File: config.mk
export PLATFORM = sky130hd
export DESIGN_NAME = pmcfg_regs
export DESIGN_NICKNAME = d
export VERILOG_FILES = /design/src/hw/pmcfg_pkg.sv /design/src/hw/pmcfg_wake_ctl.sv /design/src/hw/pmcfg_regs.sv
export SDC_FILE = /design/constraint.sdc
export NUM_CORES = 1
export LEC_CHECK = 0
export BUFFER_PORTS_ARGS = -buffer_cell sky130_fd_sc_hd__buf_2
export CAP_MARGIN = 0
export CORE_MARGIN = 2
export CORE_UTILIZATION = 32
export CTS_CLUSTER_SIZE = 10
export DETAILED_ROUTE_END_ITERATION = 7
export GPL_TIMING_DRIVEN = 1
export MAX_ROUTING_LAYER = met4
export PLACE_DENSITY = 0.81
export SLEW_MARGIN = 25
export SYNTH_ARGS = -nofsm -noshare
export SYNTH_HDL_FRONTEND = slang
export SYNTH_SLANG_ARGS = --single-unit
File: constraint.sdc
create_clock -name sys_clk -period 1.03 [get_ports sys_clk]
set_input_delay 0 -clock sys_clk [delete_from_list [all_inputs] [get_ports sys_clk]]
set_output_delay 0 -clock sys_clk [all_outputs]
set_load 0.03 [all_outputs]
File: src/hw/pmcfg_pkg.sv
// Package: offsets, field positions and reset values of the power-management config registers
package pmcfg_pkg;
   // Configuration-space byte offsets (dword aligned access, byte enables select lanes)
   localparam logic [7:0]  CTLSTS_OFFSET     = 8'h48;   // control/status, bytes 0-1 of dword 48h
   localparam logic [7:0]  PMEXT_OFFSET      = 8'h4A;   // extension, bytes 2-3 of dword 48h
   localparam logic [7:0]  MISC_OFFSET       = 8'hF0;
   localparam logic [7:0]  PM_DWORD_OFFSET   = 8'h48;
   // Control/status field positions
   localparam int          WAKE_STATUS_BIT   = 15;
   localparam int          WAKE_ENABLE_BIT   = 8;
   localparam int          DYN_INFO_BIT      = 4;
   localparam int          PSTATE_LSB        = 0;
   localparam logic [15:0] CTLSTS_RESET      = 16'h0000;
   localparam logic [15:0] PMEXT_VALUE       = 16'h0000;
   localparam logic [7:0]  PM_INFO_BYTE      = 8'h00;
   localparam logic [7:0]  BRIDGE_EXT_BYTE   = 8'h00;
   // Miscellaneous configuration layout
   localparam logic [31:0] MISC_RESET        = 32'h0000_2400;
   localparam logic [31:0] MISC_WRITE_MASK   = 32'h0000_A41F;
   localparam logic [4:0]  WAKE_CAPS_NONE    = 5'h00;
   // Power state encodings
   typedef enum logic [1:0] {
      PMCFG_D0     = 2'h0,
      PMCFG_D1     = 2'h1,
      PMCFG_D2     = 2'h2,
      PMCFG_D3HOT  = 2'h3
   } pmcfg_pstate_e;
endpackage

File: src/hw/pmcfg_wake_ctl.sv
// Wake status flag, wake enable and wake output for the power-management block
`timescale 1ns/1ps
module pmcfg_wake_ctl #(
   parameter bit COLD_WAKE = 1'b0
) (
   input  wire logic sys_clk,
   input  wire logic srst,
   input  wire logic hotReset,
   input  wire logic wakeEvent,
   input  wire logic enWrite,
   input  wire logic enData,
   input  wire logic stsClear,
   input  wire logic enAllowed,
   output logic      wakeStatus,
   output logic      wakeEnable,
   output logic      wakeOut
);
   typedef struct packed {
      logic sts;
      logic en;
      logic out;
   } pmcfg_wake_s;

   pmcfg_wake_s st_q;
   pmcfg_wake_s st_d;

   // Next state of the wake flag, enable and pin
   always_comb begin
      st_d = st_q;
      if (wakeEvent) begin
         st_d.sts = 1'b1;
      end else if (stsClear) begin
         st_d.sts = 1'b0;
      end
      if (!enAllowed) begin
         st_d.en = 1'b0;
      end else if (enWrite) begin
         st_d.en = enData;
      end
      st_d.out = st_d.sts & st_d.en;
   end

   // Sticky bits survive the D3hot exit reset; enable survives srst with cold wake
   always_ff @(posedge sys_clk) begin
      if (srst) begin
         st_q.sts <= 1'b0;
         st_q.en  <= COLD_WAKE ? st_q.en : 1'b0;   // Sticky copy ignores writes during reset
         st_q.out <= 1'b0;
      end else begin
         // internal hot reset leaves state intact
         st_q <= st_d;
      end
   end

   assign wakeStatus = st_q.sts;
   assign wakeEnable = st_q.en;
   assign wakeOut    = st_q.out;
endmodule // pmcfg_wake_ctl

File: src/hw/pmcfg_regs.sv
// Power-management configuration registers: control/status, extension, misc configuration
`timescale 1ns/1ps
module pmcfg_regs #(
   parameter bit COLD_WAKE = 1'b0
) (
   input  wire logic        sys_clk,
   input  wire logic        srst,
   input  wire logic        hotReset,
   input  wire logic        cfgRead,
   input  wire logic        cfgWrite,
   input  wire logic [7:0]  cfgAddr,
   input  wire logic [3:0]  cfgByteEn,
   input  wire logic [31:0] cfgWrData,
   input  wire logic        wakeEvent,
   input  wire logic [4:0]  wakeCaps,
   output logic [31:0]      cfgRdData,
   output logic             cfgRdValid,
   output logic [1:0]       powerState,
   output logic [31:0]      miscConfig,
   output logic             wakeOut
);
   typedef struct packed {
      logic [31:0] rdData;
      logic        rdValid;
      logic [1:0]  pstate;
      logic [31:0] misc;
   } pmcfg_regs_s;

   pmcfg_regs_s st_q;
   pmcfg_regs_s st_d;

   logic        pmHit;
   logic        miscHit;
   logic        enWrite;
   logic        stsClear;
   logic        enAllowed;
   logic        wakeStatus;
   logic        wakeEnable;
   logic [15:0] ctlStsView;
   logic [15:0] extView;
   logic [31:0] pmDword;
   logic [31:0] rdWord;
   logic [31:0] miscWrite;
   logic [3:0]  miscLaneWr;
   logic [1:0]  newState;
   logic        pstateLegal;
   logic        ctlLane0Wr;
   logic        ctlLane1Wr;
   logic        miscAnyWr;

   // Access timing at a glance:
   //   edge N   : strobe, address, byte enables and data are sampled
   //   edge N   : writes land; wake status, enable and pin update together
   //   edge N   : the read answer loads and stands for exactly one cycle
   // A read and a write in the same cycle return the value before the write.
   // Writes to read-only bits, the extension and unmapped dwords are dropped;
   // this strobe interface has no error response, so a host cannot tell.
   // Hot reset leaves every field alone: the control/status half must survive
   // the internal reset raised on leaving the hot powered-off state.
   // Wake status and enable live in their own module so the sticky enable can
   // ride across the ordinary reset without touching the rest of this state.

   // Elaboration checks: every field must sit inside the byte lane that carries it
   if (pmcfg_pkg::WAKE_STATUS_BIT < 8 || pmcfg_pkg::WAKE_STATUS_BIT > 15) begin : g_chk_sts
      $error("wake status bit must sit in control/status lane 1");
   end
   if (pmcfg_pkg::WAKE_ENABLE_BIT < 8 || pmcfg_pkg::WAKE_ENABLE_BIT > 15) begin : g_chk_en
      $error("wake enable bit must sit in control/status lane 1");
   end
   if (pmcfg_pkg::WAKE_STATUS_BIT == pmcfg_pkg::WAKE_ENABLE_BIT) begin : g_chk_wsame
      $error("wake status and enable cannot share a bit");
   end
   if (pmcfg_pkg::PSTATE_LSB > 6) begin : g_chk_ps
      $error("power state field must sit in control/status lane 0");
   end
   if (pmcfg_pkg::DYN_INFO_BIT > 7) begin : g_chk_dyn
      $error("dynamic info bit must sit in control/status lane 0");
   end
   if (pmcfg_pkg::DYN_INFO_BIT >= pmcfg_pkg::PSTATE_LSB &&
       pmcfg_pkg::DYN_INFO_BIT <= pmcfg_pkg::PSTATE_LSB + 1) begin : g_chk_dovl
      $error("dynamic info bit overlaps the power state field");
   end
   // Decode compares dwords only, so both blocks must start on a dword boundary
   if (pmcfg_pkg::PM_DWORD_OFFSET[1:0] != 2'h0) begin : g_chk_pmal
      $error("power-management dword offset is not aligned");
   end
   if (pmcfg_pkg::MISC_OFFSET[1:0] != 2'h0) begin : g_chk_mial
      $error("misc offset is not dword aligned");
   end
   if (pmcfg_pkg::CTLSTS_OFFSET != pmcfg_pkg::PM_DWORD_OFFSET) begin : g_chk_cs
      $error("control/status must open the power-management dword");
   end
   if (pmcfg_pkg::PMEXT_OFFSET[7:2] != pmcfg_pkg::PM_DWORD_OFFSET[7:2]) begin : g_chk_ext
      $error("extension must share the control/status dword");
   end
   if (pmcfg_pkg::MISC_OFFSET[7:2] == pmcfg_pkg::PM_DWORD_OFFSET[7:2]) begin : g_chk_ovl
      $error("misc and power-management dwords overlap");
   end
   // The two extension bytes and the whole-register constant must agree
   if ({pmcfg_pkg::PM_INFO_BYTE, pmcfg_pkg::BRIDGE_EXT_BYTE} != pmcfg_pkg::PMEXT_VALUE) begin : g_chk_xv
      $error("extension byte constants disagree with the register value");
   end
   // Status, power state and (without COLD_WAKE) enable come out of reset low, so the view must reset to zero
   if (pmcfg_pkg::CTLSTS_RESET != 16'h0000) begin : g_chk_csr
      $error("control/status reset view must be all zero");
   end
   // A reset bit outside the write mask could never be changed back
   if ((pmcfg_pkg::MISC_RESET & ~pmcfg_pkg::MISC_WRITE_MASK) != 32'h0000_0000) begin : g_chk_mrst
      $error("misc reset value sets a read-only bit");
   end
   if (pmcfg_pkg::MISC_WRITE_MASK[31:16] != 16'h0000) begin : g_chk_mup
      $error("misc upper half must stay read-only");
   end

   // Dword decode: control/status and extension share dword 48h
   always_comb begin
      pmHit   = 1'b0;
      miscHit = 1'b0;
      if (cfgAddr[7:2] == pmcfg_pkg::PM_DWORD_OFFSET[7:2]) begin
         pmHit = 1'b1;
      end else if (cfgAddr[7:2] == pmcfg_pkg::MISC_OFFSET[7:2]) begin
         miscHit = 1'b1;
      end
   end

   assign enAllowed = (wakeCaps != pmcfg_pkg::WAKE_CAPS_NONE);
   assign enWrite   = ctlLane1Wr;
   assign stsClear  = ctlLane1Wr & cfgWrData[pmcfg_pkg::WAKE_STATUS_BIT];

   // Control/status lane strobes; lane 0 carries the state, lane 1 the wake bits
   assign ctlLane0Wr = cfgWrite & pmHit & cfgByteEn[0];
   assign ctlLane1Wr = cfgWrite & pmHit & cfgByteEn[1];

   // Misc byte-lane write strobes, one per enabled lane
   for (genvar l = 0; l < 4; l++) begin : g_misc_lane
      assign miscLaneWr[l] = cfgWrite & miscHit & cfgByteEn[l];
   end
   assign miscAnyWr = |miscLaneWr;

   pmcfg_wake_ctl #(
      .COLD_WAKE (COLD_WAKE)
   ) u_wake (
      .sys_clk    (sys_clk),
      .srst       (srst),
      .hotReset   (hotReset),
      .wakeEvent  (wakeEvent),
      .enWrite    (enWrite),
      .enData     (cfgWrData[pmcfg_pkg::WAKE_ENABLE_BIT]),
      .stsClear   (stsClear),
      .enAllowed  (enAllowed),
      .wakeStatus (wakeStatus),
      .wakeEnable (wakeEnable),
      .wakeOut    (wakeOut)
   );

   // Control/status read view; reserved and dynamic bits are constant zero
   always_comb begin
      ctlStsView = pmcfg_pkg::CTLSTS_RESET;
      ctlStsView[pmcfg_pkg::DYN_INFO_BIT] = 1'b0;
      ctlStsView[pmcfg_pkg::WAKE_STATUS_BIT] = wakeStatus;
      ctlStsView[pmcfg_pkg::WAKE_ENABLE_BIT] = wakeEnable;
      ctlStsView[pmcfg_pkg::PSTATE_LSB +: 2] = st_q.pstate;
   end

   // Extension half is constant; writes to lanes 2 and 3 go nowhere
   always_comb begin
      extView = {pmcfg_pkg::PM_INFO_BYTE, pmcfg_pkg::BRIDGE_EXT_BYTE};
   end

   assign pmDword = {extView, ctlStsView};   // Extension sits in the upper half

   // Per-bit misc merge; read-only bits are never loaded, so they keep their reset zero
   // masked misc write
   for (genvar b = 0; b < 32; b++) begin : g_misc_bit
      if (pmcfg_pkg::MISC_WRITE_MASK[b]) begin : g_rw
         assign miscWrite[b] = miscLaneWr[b / 8] ? cfgWrData[b] : st_q.misc[b];
      end else begin : g_ro
         assign miscWrite[b] = st_q.misc[b];
      end
   end

   // Requested power state; only the three supported codes are taken
   always_comb begin
      newState    = st_q.pstate;
      pstateLegal = 1'b0;
      case (cfgWrData[pmcfg_pkg::PSTATE_LSB +: 2])
         pmcfg_pkg::PMCFG_D0: begin
            newState    = pmcfg_pkg::PMCFG_D0;
            pstateLegal = 1'b1;
         end
         pmcfg_pkg::PMCFG_D2: begin
            newState    = pmcfg_pkg::PMCFG_D2;
            pstateLegal = 1'b1;
         end
         pmcfg_pkg::PMCFG_D3HOT: begin
            newState    = pmcfg_pkg::PMCFG_D3HOT;
            pstateLegal = 1'b1;
         end
         default: begin
            newState    = st_q.pstate;   // Unsupported code keeps the current state
            pstateLegal = 1'b0;
         end
      endcase
   end

   // Read word select by dword; unmapped dwords read zero
   always_comb begin
      rdWord = 32'h0000_0000;
      if (pmHit) begin
         rdWord = pmDword;
      end else if (miscHit) begin
         rdWord = st_q.misc;
      end
   end

   // Register next state; read data is zero outside the answer cycle
   always_comb begin
      st_d         = st_q;
      st_d.rdValid = cfgRead;
      st_d.rdData  = 32'h0000_0000;
      if (ctlLane0Wr && pstateLegal) begin
         st_d.pstate = newState;
      end
      if (miscAnyWr) begin
         st_d.misc = miscWrite;
      end
      // A write in the same cycle lands after the read word was chosen
      if (cfgRead) begin
         st_d.rdData = rdWord;
      end
   end

   // Synchronous reset; hot reset deliberately not used for power state
   always_ff @(posedge sys_clk) begin
      if (srst) begin
         st_q.rdData  <= 32'h0000_0000;
         st_q.rdValid <= 1'b0;
         st_q.pstate  <= pmcfg_pkg::PMCFG_D0;
         st_q.misc    <= pmcfg_pkg::MISC_RESET;
      end else begin
         st_q <= st_d;
      end
   end

   // Every output comes straight from a flip-flop; the wake pin from the wake module
   assign cfgRdData  = st_q.rdData;
   assign cfgRdValid = st_q.rdValid;
   assign powerState = st_q.pstate;
   assign miscConfig = st_q.misc;
endmodule // pmcfg_regs

# Word level (Yosys, flattened, before mapping)
# Index checks and enable logic that the tools add are counted.
[word_totals]
ff_bits = 23
inputBits = 55
[classes]
mux = 11
n_bitwise = 12
n_reduce_logical = 11
n_eq_ne = 4
[op_table]
columns = ["cell", "n"]
rows = [
  ["16-bit 2-to-1 mux", 2],
  ["1-bit bitwise AND", 10],
  ["1-bit 2-to-1 mux", 8],
  ["4-bit OR reduction", 2],
  ["6-bit by 5-bit equality test with 1-bit output, second input constant", 1],
  ["6-bit equality test, second input constant", 1],
  ["2-bit case mux with 3 select lines", 1],
  ["2-bit AND reduction", 3],
  ["5-bit nonzero test", 1],
  ["2-bit equality test, second input constant", 2],
  ["3-bit nonzero test", 1],
  ["3-bit OR reduction", 1],
  ["2-bit zero test", 1],
  ["1-bit NOT", 2],
  ["2-bit OR reduction", 1],
  ["1-bit logical AND", 1],
]

# Depth between registers and ports, before layout
[depth]
depth_word = 8
ltp_mapped = 4
mapped_depth_nobuf = 3

# By module
# Synthesis repeated with hierarchy kept, for this count alone.
[unflattened]
hier_cells = 146
hier_area_um2 = 1320.0
[modules_own_cells]
columns = ["module", "n_inst", "seq_area_each_um2", "area_each_um2", "cells_per_inst"]
rows = [
  ["pmcfg_regs", 1, 400.4, 1211.2, 136],
  ["pmcfg_wake_ctl", 1, 60.1, 108.9, 10],
]

# Worst setup path before layout
# Ideal clock, no wire load.
[synth_timing]
kind = "input -> register"
startpoint = "in cfgAddr[4]"
endpoint = "reg u_wake.st_q, in the netlist u_wake.wakeOut"
stages = 3
setup_ns = 0.135
t_arrival_ns = 0.911
n_path_buf = 0
setup_slack_ns = -0.016
path_cell_list = "or4b_4 o41ai_2 a221oi_1"
[synth_via]
elab_chain_len = 8
word_cells_on_any_way = 10
classes_between = "eq/ne: 1; mux: 5; bitwise: 4"
[synth_rtl]
columns = ["item", "line", "source"]
rows = [
  ["start: declaration", "pmcfg_regs.sv:11", "input wire logic [7:0] cfgAddr,"],
  ["6-bit by 5-bit equality test with 1-bit output *", "pmcfg_regs.sv:119", "if (cfgAddr[7:2] == pmcfg_pkg::PM_DWORD_OFFSET[7:2]) begin"],
  ["1-bit 2-to-1 mux *", "pmcfg_regs.sv:119", ""],
  ["1-bit bitwise AND * (2 in a row)", "pmcfg_regs.sv:132", "assign ctlLane1Wr = cfgWrite & pmHit & cfgByteEn[1];"],
  ["1-bit bitwise AND", "pmcfg_regs.sv:128", "assign stsClear = ctlLane1Wr & cfgWrData[pmcfg_pkg::WAKE_STATUS_BIT];"],
  ["1-bit 2-to-1 mux", "pmcfg_wake_ctl.sv:32", "end else if (stsClear) begin"],
  ["1-bit 2-to-1 mux", "pmcfg_wake_ctl.sv:30", "if (wakeEvent) begin"],
  ["1-bit bitwise AND *", "pmcfg_wake_ctl.sv:40", "st_d.out = st_d.sts & st_d.en;"],
  ["end signal: assignment", "pmcfg_wake_ctl.sv:51", "st_q <= st_d;"],
  ["end: declaration", "pmcfg_wake_ctl.sv:24", "pmcfg_wake_s st_q;"],
]
# Mark *: on every way between the ends. The rest lies on a longest branch, timed or not.
# A chain may end at the register's enable or synchronous reset.

# Worst setup path after layout
# Same ends and word-level chain as after synthesis.

==> run summary <==
STATUS
--------------------------------------------------------------------------------------------------------
Run status                                                                                  complete, no violations

DETAILED ROUTING
--------------------------------------------------------------------------------------------------------
Via total after detailed routing                                                                   1,084
Antenna-violating nets left                                                                            0
1st-pass router iterations                                                                             4
DRC Markers                                                                                            0
Via density                                                                                        4.319
Mean routed wirelength per cell                                                                 11.19 um
Iter 0 DRT Violations                                                                                 60
Total Routed Length                                                                              2809 um

STA
--------------------------------------------------------------------------------------------------------
Fmax                                                                                           1.026 GHz
Hold violation total from the final report                                                             0
Post-route clock skew                                                                        0.003412 ns
Final max-slew violation count                                                                         0
RSZ-0062 raised after global routing                                                                  no
Hold_ws                                                                                      0.009101 ns
Crit share post-route                                                                             94.63%
Final critical delay including setup and external delays                                       0.9747 ns
Endpoints failing setup                                                                                0
Worst setup slack after layout                                                                0.05534 ns

CRITICAL PATH
--------------------------------------------------------------------------------------------------------
Ordered list of cells on the worst path                                                     buf_2, or4b_4, o41ai_4, a221oi_1
Worst-path fanout max                                                                                  4
Critical Path AT                                                                                 1.11 ns
CP Capture Type                                                                                flip-flop
Crit Path Class                                                                             primary input to flip-flop
Slowest stage delay, CP                                                                          0.59 ns
Req. time, crit path                                                                             1.17 ns
Reg2reg setup slack                                                                              0.09 ns
Crit-path slowest cell                                                                            or4b_4
Critical path launch point type                                                             primary input

FLOORPLANNING
--------------------------------------------------------------------------------------------------------
Core Rows                                                                                             22
Die Outline Area                                                                                4493 um2
Initial Util                                                                                      33.96%
Number of top-level design ports                                                                     123
Core Area                                                                                       3744 um2
Width of the die                                                                                67.03 um
Die boundary height                                                                             67.03 um

FINAL LAYOUT
--------------------------------------------------------------------------------------------------------
Most frequent cells in the layout                                                           conb_1, buf_2, dfxtp_1
Fraction of final layout cells sized beyond drive strength 1                                      34.48%
Net count, final                                                                                     259
Layout-stage area growth over the synthesis result                                                23.23%
Inserted Diodes                                                                                        0
Final core occ                                                                                    41.84%
Non-filler instance count after layout                                                               251

GLOBAL ROUTING
--------------------------------------------------------------------------------------------------------
Global-route total usage across every layer                                                       12.73%
GRT Residual Overflow                                                                                  0
Via count of the first global-routing pass                                                           964
Global-route wire length before repair                                                           4167 um
Antenna violations before repair                                                                       0
Pin count of the biggest net entering global routing                                                  14

CTS
--------------------------------------------------------------------------------------------------------
Number of buffers created by CTS                                                                       3
Worst-skew pair later-pin latency                                                                0.27 ns
Buffer count from post-CTS setup fixing                                                                0
Buffer cell driving the clock tree root                                                         clkbuf_8
CTS H-tree lvls                                                                                        1
TritonCTS clock tree                                                                                done
Post-CTS clock slew at the launch and capture registers of the worst setup and hold paths        0.08 ns
Number of sinks driven by the clock tree                                                              23
Number of buffers on the longest clock path                                                            2

MIN PATH
--------------------------------------------------------------------------------------------------------
Class of the tightest hold or removal check                                                 primary input to flip-flop

YOSYS
--------------------------------------------------------------------------------------------------------
Cell variety after synth                                                                              30
Total number of yosys warnings                                                                         0
Count of flip-flops with a built-in enable after synthesis                                             0
Mean instance size in the synthesized netlist                                                  8.952 um2
Cells after synthesis                                                                                142
Share of flip-flops with an asynchronous set or reset after synthesis                                 0%
Number of synthesized register bits                                                                   23
Netlist area before placement                                                                   1271 um2
Primary FF master, synth                                                                         dfxtp_1
Sequential-to-total area share from yosys stat                                                    36.22%

PLACED DESIGN
--------------------------------------------------------------------------------------------------------
Final HPWL from detailed placement                                                               2162 um
Port-buffer cells                                                                                     47
Pre-CTS WS                                                                                    -0.2601 ns
Placed cells                                                                                         243
Gp weighted congestion                                                                            0.8470

JOB
--------------------------------------------------------------------------------------------------------
Maximum Capacitance Violations                                                                         0

POWER
--------------------------------------------------------------------------------------------------------
VDD IR max                                                                                   0.0003874 V
Overall power                                                                                   1.870 mW
LEAKAGE                                                                                        0.7763 nW
Power density over the cells                                                                 1194 nW/um2

[state kept, by name (all words and copies together) (netlist names)]
| register | cells |
|---|---|
| powerState | 2 |
| miscConfig | 8 |
| u_wake.wakeStatus | 1 |
| u_wake.wakeOut | 1 |
| u_wake.wakeEnable | 1 |
| cfgRdValid | 1 |
| cfgRdData | 9 |
[routing by layer]
metal	share of wire [%]	routed length, um	up-vias	track usage, %
li1	-	-	526	-
met2	53	1482	62	24.26
met5	0	0	-	-
met3	9.0	253	4	1.182
met4	1.9	52	0	7.653
met1	36	1021	492	12.22
[final timing paths]
| check | endpoint | depth (start not counted) | start |
|---|---|---|---|
| min | u_wake.wakeStatus | 3 | wakeEvent |
| max | u_wake.wakeOut | 4 | cfgAddr[4] |
| min reg2reg | powerState[0] | 2 | powerState[0] |
| max reg2reg | u_wake.wakeOut | 2 | u_wake.wakeStatus |
[report_power, final]
group	total, mW	internal (mW)	switching [mW]
clock	0.551	0.270	0.281
sequential	0.898	0.894	0.00403
combinational	0.421	0.0920	0.329
[cells by family after synthesis]
family	Yosys count	share of synthesized area (%)
AO/OA/AOI/OAI	27	14.27
buffers and inverters	57	30.71
flip-flops	23	36.22
other	1	0.2950
AND/OR/NAND/NOR	34	18.50
[final cells by class]
type,instances,area (um2)
Clock buffer,3,41.29
Sequential cell,23,460.4
Fill cell,405,2177
Timing Repair Buffer,63,365.4
Multi-Input combinational cell,108,615.6
Tap cell,48,60.06
Clock inverter,1,5.005
Inverter,5,18.77
[cell usage after synthesis, types with 2 or more instances]
library cell	number	area [um2]
buf_4	47	352.8
clkbuf_1	4	15.01
o21ai_0	3	15.01
nand4_1	8	50.05
o31ai_1	7	52.55
nand3_1	2	10.01
nand2b_1	2	12.51
nand2_1	3	11.26
a21oi_1	9	45.04
nor4_1	2	12.51
inv_1	5	18.77
dfxtp_1	23	460.4
and2_1	8	50.05
a31oi_1	2	12.51
a22o_1	2	17.52
[critical path: cells and delay by family]
kind | cells | cell delay [ns]
compound gates | 2 | 0.39
simple gates | 1 | 0.59
buf+inv | 1 | 0.13
[per-stage QoR]
step / setup TNS, ns / area, um2
global placement: -1.245 / 1458
CTS: 0 / 1544
global route: 0 / 1567
finish: 0 / 1567
detailed placement: -1.527 / 1458
floorplan: -0.01635 / 1444
[timing repair]
action | 4_1_cts | 5_1_grt
hold buffers | 4 | 0
endpoints found under the setup margin | 0 | 3
hold endpoints to repair | 4 | 0
resized for setup | 0 | 3
No activity file was read; power rests on OpenSTA's default activity.
